===== config.mk =====
export PLATFORM = sky130hd
export DESIGN_NAME = ctl_port_master
export DESIGN_NICKNAME = d
export VERILOG_FILES = /design/src/logic/ctl_port_pkg.sv /design/src/logic/ctl_port_shifter.sv /design/src/logic/ctl_port_master.sv
export SDC_FILE = /design/constraint.sdc
export NUM_CORES = 1
export LEC_CHECK = 0
export BUFFER_PORTS_ARGS = -buffer_cell sky130_fd_sc_hd__buf_2
export CAP_MARGIN = 20
export CORE_ASPECT_RATIO = 1.4
export CORE_MARGIN = 5
export CORE_UTILIZATION = 60
export CTS_BUF_LIST = sky130_fd_sc_hd__clkbuf_8
export DETAILED_ROUTE_END_ITERATION = 10
export PLACE_DENSITY = 0.85
export SLEW_MARGIN = 0
export SYNTH_ARGS = -nofsm -noshare
export SYNTH_HDL_FRONTEND = slang
export SYNTH_SLANG_ARGS = --single-unit

===== constraint.sdc =====
create_clock -name CORE_CLK -period 3.6 [get_ports CORE_CLK]
set_input_delay 0.54 -clock CORE_CLK [delete_from_list [all_inputs] [get_ports CORE_CLK]]
set_output_delay 0.54 -clock CORE_CLK [all_outputs]
set_load 0.02 [all_outputs]

===== src/logic/ctl_port_pkg.sv =====
// package for the control serial port master block
// assumes a single 250 MHz core clock and an AXI4-Lite register bus
package ctl_port_pkg;

  // ==========================================================
  // register byte offsets
  localparam logic [7:0] OFS_MODE   = 8'h00;
  localparam logic [7:0] OFS_CTRL   = 8'h04;
  localparam logic [7:0] OFS_TXDATA = 8'h08;
  localparam logic [7:0] OFS_RXDATA = 8'h0c;
  localparam logic [7:0] OFS_STATUS = 8'h10;
  localparam logic [7:0] OFS_PINS   = 8'h14;

  // ==========================================================
  // field positions and reset values
  localparam int          CTRL_START     = 0;
  localparam int          CTRL_TWO_BYTES = 1;
  localparam int          MODE_INVERT    = 5;
  localparam int          PINS_ENABLE    = 0;
  localparam int          PINS_RESET     = 1;
  localparam int          STAT_BUSY      = 0;
  localparam int          STAT_DONE      = 1;
  localparam int          STAT_IRQ       = 2;
  localparam logic [7:0]  MODE_RESET     = 8'h2f;
  localparam logic [1:0]  PINS_RESET_VAL = 2'h0;

  // ==========================================================
  // timing
  localparam int          DIV_RATIO      = 32;
  localparam int          HALF_DIV       = DIV_RATIO / 2;

  // ==========================================================
  // axi response codes
  localparam logic [1:0]  RESP_OKAY      = 2'h0;
  localparam logic [1:0]  RESP_SLVERR    = 2'h2;

  // ==========================================================
  // command to and status from the shifter
  typedef struct packed {
    logic       two_bytes;
    logic [7:0] first;
    logic [7:0] second;
    logic       invert;
  } shift_cmd_s;

  typedef struct packed {
    logic       busy;
    logic       done;
    logic [7:0] last_rx;
  } shift_stat_s;

endpackage


===== src/logic/ctl_port_shifter.sv =====
// shift engine for the control serial port, msb first, one or two bytes
// assumes the caller holds the command stable while start is high
`timescale 1ns/10ps
module ctl_port_shifter #(
  parameter int DIV = 32
) (
  // clock and reset
  input  wire logic                     CORE_CLK,
  input  wire logic                     RST_B,
  // command
  input  wire logic                     START,
  input  wire ctl_port_pkg::shift_cmd_s CMD,
  output      ctl_port_pkg::shift_stat_s STAT,
  // serial pins
  output      logic                     SCLK,
  output      logic                     SDOUT,
  input  wire logic                     SDIN
);
  import ctl_port_pkg::*;

  // refuse dividers the half-period counter cannot serve
  if (DIV < 4 || (DIV % 2) != 0)
  begin : g_bad_div
    $error("divider must be even and at least four");
  end

  localparam int HALF = DIV / 2;
  localparam int CW   = $clog2(HALF);

  typedef enum logic [1:0] {IDLE, SHIFT, FINISH} state_e;

  state_e          state;
  logic [CW-1:0]   div_cnt;
  logic            phase;
  logic [3:0]      bit_cnt;
  logic [15:0]     tx_sr;
  logic [7:0]      rx_sr;
  logic            two;
  logic            inv;
  logic            done;
  logic [7:0]      last_rx;

  // ==========================================================
  // decode
  wire             tick     = (div_cnt == CW'(HALF - 1));
  wire [3:0]       last_bit = two ? 4'hf : 4'h7;
  wire             idle_lvl = inv;

  // ==========================================================
  // sequencing
  always_ff @(posedge CORE_CLK or negedge RST_B)
  begin
    if (!RST_B)
    begin
      state   <= IDLE;
      div_cnt <= '0;
      phase   <= 1'b0;
      bit_cnt <= 4'h0;
      tx_sr   <= 16'h0000;
      rx_sr   <= 8'h00;
      two     <= 1'b0;
      inv     <= 1'b1;
      done    <= 1'b0;
      last_rx <= 8'h00;
      SCLK    <= 1'b1;
      SDOUT   <= 1'b1;
    end
    else
    begin
      unique case (state)
        IDLE:
        begin
          SCLK    <= CMD.invert;
          div_cnt <= '0;
          if (START)
          begin
            state   <= SHIFT;
            two     <= CMD.two_bytes;
            inv     <= CMD.invert;
            tx_sr   <= {CMD.first, CMD.second};
            bit_cnt <= 4'h0;
            phase   <= 1'b0;
            done    <= 1'b0;
          end
        end
        SHIFT:
        begin
          div_cnt <= tick ? '0 : div_cnt + CW'(1);
          if (tick)
          begin
            phase <= ~phase;
            SCLK  <= phase ? idle_lvl : ~idle_lvl;
            if (!phase)
            begin
              // leaving rest: launch the next bit
              SDOUT <= tx_sr[15];
              tx_sr <= {tx_sr[14:0], 1'b0};
            end
            else
            begin
              // back to rest: sample, stop after the last bit
              rx_sr <= {rx_sr[6:0], SDIN};
              if (bit_cnt == last_bit)
                state <= FINISH;
              else
                bit_cnt <= bit_cnt + 4'h1;
            end
          end
        end
        FINISH:
        begin
          state   <= IDLE;
          done    <= 1'b1;
          last_rx <= rx_sr;
        end
        default:
          state <= IDLE;
      endcase
    end
  end

  assign STAT.busy    = (state != IDLE);
  assign STAT.done    = done;
  assign STAT.last_rx = last_rx;

endmodule // ctl_port_shifter


===== src/logic/ctl_port_master.sv =====
// control serial port master with axi4-lite registers
// assumes the transceiver samples on the clock edge opposite to launch
//
// Added by the designer: the address map and the AXI4-Lite interface to the registers.
`timescale 1ns/10ps
module ctl_port_master #(
  parameter int DIV = ctl_port_pkg::DIV_RATIO
) (
  // clock and reset
  input  wire logic        CORE_CLK,
  input  wire logic        RST_B,
  // axi4-lite write address
  input  wire logic [7:0]  AWADDR,
  input  wire logic        AWVALID,
  output      logic        AWREADY,
  // axi4-lite write data
  input  wire logic [31:0] WDATA,
  input  wire logic [3:0]  WSTRB,
  input  wire logic        WVALID,
  output      logic        WREADY,
  // axi4-lite write response
  output      logic [1:0]  BRESP,
  output      logic        BVALID,
  input  wire logic        BREADY,
  // axi4-lite read
  input  wire logic [7:0]  ARADDR,
  input  wire logic        ARVALID,
  output      logic        ARREADY,
  output      logic [31:0] RDATA,
  output      logic [1:0]  RRESP,
  output      logic        RVALID,
  input  wire logic        RREADY,
  // control serial port
  output      logic        PORT_CLK,
  output      logic        PORT_TXD,
  input  wire logic        PORT_RXD,
  output      logic        PORT_SELECT_ENABLE_B,
  // transceiver discrete lines
  output      logic        TRANSCEIVER_RESET_B,
  input  wire logic        LEVEL_ONE_IRQ_INPUT_B
);
  import ctl_port_pkg::*;

  logic [7:0]   mode;
  logic [15:0]  tx_data;
  logic         two_bytes;
  logic [1:0]   pins;
  logic         start;
  logic         done_flag;
  logic         done_d;
  logic         aw_held;
  logic         w_held;
  logic [7:0]   aw_addr;
  logic [31:0]  w_data;
  logic [3:0]   w_strb;
  shift_stat_s  stat;
  shift_cmd_s   cmd;

  // ==========================================================
  // write decode
  wire          do_write   = aw_held && w_held && !BVALID;
  wire          hit_mode   = (aw_addr == OFS_MODE);
  wire          hit_ctrl   = (aw_addr == OFS_CTRL);
  wire          hit_tx     = (aw_addr == OFS_TXDATA);
  wire          hit_pins   = (aw_addr == OFS_PINS);
  wire          hit_stat   = (aw_addr == OFS_STATUS);
  wire          w_known    = hit_mode | hit_ctrl | hit_tx | hit_pins | hit_stat |
                             (aw_addr == OFS_RXDATA);
  wire          start_req  = do_write && hit_ctrl && w_strb[0] && w_data[CTRL_START];
  wire          clr_done   = do_write && hit_stat && w_strb[0] && w_data[STAT_DONE];
  wire          done_rise  = stat.done && !done_d;

  // ==========================================================
  // read decode
  wire [31:0]   rd_mode    = {24'h000000, mode};
  wire [31:0]   rd_ctrl    = {30'h0, two_bytes, stat.busy};
  wire [31:0]   rd_tx      = {16'h0000, tx_data};
  wire [31:0]   rd_rx      = {24'h000000, stat.last_rx};
  wire [31:0]   rd_stat    = {29'h0, ~LEVEL_ONE_IRQ_INPUT_B, done_flag, stat.busy};
  wire [31:0]   rd_pins    = {30'h0, pins};
  wire          r_known    = (ARADDR == OFS_MODE) | (ARADDR == OFS_CTRL) |
                             (ARADDR == OFS_TXDATA) | (ARADDR == OFS_RXDATA) |
                             (ARADDR == OFS_STATUS) | (ARADDR == OFS_PINS);
  wire [31:0]   rd_value   = (ARADDR == OFS_MODE)   ? rd_mode :
                             (ARADDR == OFS_CTRL)   ? rd_ctrl :
                             (ARADDR == OFS_TXDATA) ? rd_tx   :
                             (ARADDR == OFS_RXDATA) ? rd_rx   :
                             (ARADDR == OFS_STATUS) ? rd_stat :
                             (ARADDR == OFS_PINS)   ? rd_pins : 32'h00000000;

  assign AWREADY = !aw_held;
  assign WREADY  = !w_held;
  assign ARREADY = !RVALID;

  // ==========================================================
  // write channel capture and response
  always_ff @(posedge CORE_CLK or negedge RST_B)
  begin
    if (!RST_B)
    begin
      aw_held <= 1'b0;
      w_held  <= 1'b0;
      aw_addr <= 8'h00;
      w_data  <= 32'h00000000;
      w_strb  <= 4'h0;
      BVALID  <= 1'b0;
      BRESP   <= RESP_OKAY;
    end
    else
    begin
      if (AWVALID && AWREADY)
      begin
        aw_held <= 1'b1;
        aw_addr <= AWADDR;
      end
      if (WVALID && WREADY)
      begin
        w_held <= 1'b1;
        w_data <= WDATA;
        w_strb <= WSTRB;
      end
      if (do_write)
      begin
        BVALID  <= 1'b1;
        BRESP   <= w_known ? RESP_OKAY : RESP_SLVERR;
        aw_held <= 1'b0;
        w_held  <= 1'b0;
      end
      else if (BVALID && BREADY)
        BVALID <= 1'b0;
    end
  end

  // ==========================================================
  // registers written by software
  always_ff @(posedge CORE_CLK or negedge RST_B)
  begin
    if (!RST_B)
    begin
      mode      <= MODE_RESET;
      tx_data   <= 16'h0000;
      two_bytes <= 1'b0;
      pins      <= PINS_RESET_VAL;
    end
    else if (do_write)
    begin
      if (hit_mode && w_strb[0])
        mode <= w_data[7:0];
      if (hit_tx && w_strb[0])
        tx_data[7:0] <= w_data[7:0];
      if (hit_tx && w_strb[1])
        tx_data[15:8] <= w_data[15:8];
      if (hit_ctrl && w_strb[0])
        two_bytes <= w_data[CTRL_TWO_BYTES];
      if (hit_pins && w_strb[0])
        pins <= w_data[1:0];
    end
  end

  // ==========================================================
  // start pulse and done flag, set wins over clear
  always_ff @(posedge CORE_CLK or negedge RST_B)
  begin
    if (!RST_B)
    begin
      start     <= 1'b0;
      done_d    <= 1'b0;
      done_flag <= 1'b0;
    end
    else
    begin
      start     <= start_req && !stat.busy;
      done_d    <= stat.done;
      done_flag <= done_rise ? 1'b1 : (clr_done ? 1'b0 : done_flag);
    end
  end

  // ==========================================================
  // read channel
  always_ff @(posedge CORE_CLK or negedge RST_B)
  begin
    if (!RST_B)
    begin
      RVALID <= 1'b0;
      RDATA  <= 32'h00000000;
      RRESP  <= RESP_OKAY;
    end
    else if (ARVALID && ARREADY)
    begin
      RVALID <= 1'b1;
      RDATA  <= rd_value;
      RRESP  <= r_known ? RESP_OKAY : RESP_SLVERR;
    end
    else if (RVALID && RREADY)
      RVALID <= 1'b0;
  end

  // ==========================================================
  // shifter and pins
  assign cmd.two_bytes = two_bytes;
  assign cmd.first     = two_bytes ? tx_data[15:8] : tx_data[7:0];
  assign cmd.second    = tx_data[7:0];
  assign cmd.invert    = mode[MODE_INVERT];

  ctl_port_shifter #(
    .DIV (DIV)
  ) u_shifter (
    .CORE_CLK (CORE_CLK),
    .RST_B    (RST_B),
    .START    (start),
    .CMD      (cmd),
    .STAT     (stat),
    .SCLK     (PORT_CLK),
    .SDOUT    (PORT_TXD),
    .SDIN     (PORT_RXD)
  );

  assign PORT_SELECT_ENABLE_B = ~pins[PINS_ENABLE];
  assign TRANSCEIVER_RESET_B  = ~pins[PINS_RESET];

endmodule // ctl_port_master


==> out/results.tsv <==
stage	metric	value	unit
synthesis	synth.area.top_cells	dfrtp_1 52%, mux2_2 11%, mux2_4 4.2%	
pwr	power.density	559	nW/um^2
die	die_w	92.2	um
timing	hold_viol_final	0	
timing	finClkSkew	7.23	ps
setup_path	worst-setup-path-type	reg2reg	
clocking	cts_resized	0	
detailed_routing	drc_errors	0	
setup_path	worstSetupEndpointType	flip-flop	
synthesis	ys.flop_type	dfrtp_1	
grt	antenna_found_initial	0	
timing	fmax	402	MHz
placed_design	io_buffers	69	
pwr	peakVddDrop	0.513	mV
run_status	status	complete, no violations	
grt	grt_util_all_layers	21.6	%
detailed_routing	drt-total-wl	11700	um
synthesis	ys_seq_elements	126	
setup_path	cp_top_family	simple AND/OR/NAND/NOR gates	
detailed_routing	drt_iter0_drc	295	
die	initial_utilization	60.7	%
setup_path	cp_max_fo	8	
synthesis	netlist_area	5680	um^2
clocking	post_cts_buffers	0	
cells_and_area	nNetsFinal	604	
cells_and_area	final_core_util	68.0	%
die	rows	42	
clocking	clkTransAtPathRegs	70	ps
setup_path	cpMaxStageDelayCell	nor4_4	
grt	globalRouteMet3Util	5.53	%
clocking	tritoncts	built	
cells_and_area	drive_gt1_share	34.4	%
hold_path	hold_class	in2async	
detailed_routing	vias_per_cell	5.79	
grt	grt_pass1_wl	19600	um
placed_design	dp_slack	1150	ps
synthesis	seq_area_frac_synth	55.7	%
cells_and_area	n_antenna_cell	0	
flow_run	maxCapViolations	0	
grt	top_usage_layer	met2	
setup_path	path_buf_inv	0	
synthesis	yosys.area.top_type_share	52.0	%
timing	setup_tns	0	ps
clocking	cts_made_buffers	17	
detailed_routing	num_vias	3838	
timing	setup_ws	1110	ps
detailed_routing	ant_nets	0	
synthesis	synth-edff-count	0	
setup_path	max_stage_delay	610	ps
clocking	cts.sink_count	126	
setup_path	crit_chain	or4_4, or3_1, nor4_4, mux2_2	
grt	grt_start_max_net_pins	68	
grt	grt_pass1_vias	3891	
synthesis	yosys_warnings	0	
timing	grt_setup_unrepaired	no	
grt	grt_use_met2	37.4	%
timing	layout_min_cycle_time	2490	ps
grt	grtUsageMet1	25.8	%
timing	worst_pin_slew	837	ps
synthesis	synth_top_area_cell	dfrtp_1	
timing	relSlewSlack	44.2	%
synthesis	yosysUniqueCellTypes	52	
die	die_h	125	um
die	die-area	11500	um^2
die	fp.coreArea	9350	um^2
cells_and_area	num-fill-cells	655	
timing	timing.final.crit_share	69.1	%
detailed_routing	wl_per_cell	17.6	um
synthesis	syn_inst	474	
cells_and_area	syn2layout_area_growth	12.0	%
placed_design	hpwl	8250	um
clocking	htreeDepth	4	
setup_path	crit_arrival	2800	ps
detailed_routing	dr.pass1.iters	5	
clocking	hold_buffers	0	
placed_design	post-place-cells	632	
setup_path	cp.required	3910	ps
die	io_pins	106	
setup_path	cp-start-kind	flip-flop	
placed_design	gp_congestion	0.848	
synthesis	synth.avg_cell_area	12.0	um^2
timing	setup_violations	0	
synthesis	async_reset_ff_share	100	%
timing	holdWs	217	ps
cells_and_area	instances_no_fill	663	
pwr	p_leak	3.11	nW
clocking	clk_latency	430	ps
grt	grt-ovfl-total	0	
timing	drv_slew	0	
clocking	cts.path.max_buffers	2	
clocking	cts-root-buf	clkbuf_8	
==> state kept, by name, summed over array words and instances, names as in the netlist, 2 cells and up <==
name               flops
RDATA                 16
tx_data               16
u_shifter.tx_sr       16
w_data                16
aw_addr                8
mode                   8
u_shifter.last_rx      8
u_shifter.rx_sr        8
u_shifter.bit_cnt      4
u_shifter.div_cnt      4
pins                   2
u_shifter.state        2
w_strb                 2
==> synthesized netlist by cell type, types with 4 or more instances <==
cell type / instances
clkbuf_1: 21
dfstp_2: 8
mux2i_1: 18
nand2_1: 45
nor2b_1: 7
nor2_1: 24
inv_1: 11
mux2_2: 55
nor3_1: 5
a22o_1: 14
a31oi_1: 10
nand2b_1: 4
buf_4: 18
o21ai_0: 28
a21oi_1: 15
mux2_4: 16
o31ai_1: 4
dfrtp_1: 118
==> per-stage QoR <==
step           power, mW  cell area (um^2)
2_1_floorplan       2.32              5750
3_3_place_gp        2.48              6020
3_5_place_dp        2.54              6020
4_1_cts             3.58              6360
5_1_grt             3.74              6360
6_report            3.56              6360
==> worst paths after layout <==
kind                                   startpoint  slack [ps]  depth (start not counted)                         end
setup / recovery           aw_addr[0]$_DFFE_PN0P_        1110                          4         mode[7]$_DFFE_PN0P_
hold / removal                              RST_B         220                          1       w_data[1]$_DFFE_PN0P_
setup reg to reg           aw_addr[0]$_DFFE_PN0P_        1110                          4         mode[7]$_DFFE_PN0P_
hold reg to reg                  done_d$_DFF_PN0_         440                          1       done_flag$_DFFE_PN0P_
max in group asynchronous                   RST_B        2480                          2  u_shifter.SCLK$_DFFE_PN1P_
min in group CORE_CLK                      BREADY         280                          2          BVALID$_DFFE_PN0P_
==> worst register-to-register path: stages, from the launching register on <==
cell	delay [ps]
dfrtp_1	380
or4_4	540
or3_1	440
nor4_4	610
mux2_2	410
==> cell type report <==
cell class	instances	area, um^2	share of cell area (%)
Multi-Input combinational cell	309	2280	35.9
Inverter	11	41.3	0.649
Clock inverter	10	50.0	0.786
Tap cell	110	138	2.16
Timing Repair Buffer	76	400	6.29
Sequential cell	126	3160	49.7
Clock buffer	21	289	4.54
==> per-layer routing <==
| layer | up-vias | wire [um] |
|---|---|---|
| met1 | 1910 | 4570 |
| met3 | 21 | 644 |
| met2 | 126 | 6200 |
| met4 | 0 | 258 |
| li1 | 1781 | - |
| met5 | - | 0 |
==> cell usage in the layout, fill, tap and decap left out, types with 2 or more instances in the layout <==
| cell | synthesis | layout |
|---|---|---|
| or4_4 | 3 | 3 |
| a21o_1 | 2 | 2 |
| nand2b_1 | 4 | 4 |
| a211oi_1 | 2 | 2 |
| mux2_4 | 16 | 16 |
| xor2_1 | 2 | 2 |
| nor2b_1 | 7 | 7 |
| o31ai_1 | 4 | 4 |
| nand2_1 | 45 | 45 |
| clkbuf_8 | 0 | 21 |
| nor2_1 | 24 | 24 |
| conb_1 | 1 | 18 |
| nand3_1 | 2 | 2 |
| nor3_1 | 5 | 5 |
| a21oi_1 | 15 | 15 |
| dfrtp_1 | 118 | 118 |
| nor4b_1 | 2 | 2 |
| inv_1 | 11 | 15 |
| mux2_2 | 55 | 55 |
| clkinvlp_4 | 0 | 2 |
| mux2i_1 | 18 | 18 |
| nand4_1 | 3 | 3 |
| o21a_1 | 2 | 2 |
| nand3b_1 | 3 | 3 |
| buf_2 | 0 | 68 |
| a31oi_1 | 10 | 10 |
| dfstp_2 | 8 | 8 |
| and3_1 | 3 | 3 |
| ha_1 | 2 | 2 |
| a22o_1 | 14 | 14 |
| buf_4 | 18 | 8 |
| clkinv_2 | 0 | 4 |
| o21ai_0 | 28 | 28 |
==> cells by family (layout without fill, tap and decap cells) <==
| group | after synthesis | in the layout | share of synthesized area, % |
|---|---|---|---|
| mux | 89 | 89 | 18.3 |
| simple gates | 111 | 111 | 10.0 |
| flops | 126 | 126 | 55.7 |
| xor+xnor | 3 | 3 | 0.463 |
| buf+inv | 56 | 118 | 5.29 |
| other cells | 1 | 18 | 0.0660 |
| compound gates | 86 | 86 | 9.76 |
| fa+ha+maj | 2 | 2 | 0.440 |
==> power breakdown <==
part / internal (mW) / leakage [nW] / switching [mW]
sequential: 1.67 / 1.65 / 0.228
combinational: 0.314 / 1.26 / 0.303
clock: 0.529 / 0.188 / 0.514
total: 2.51 / 3.11 / 1.05
Note: power is estimated with default switching activity, not from simulation.
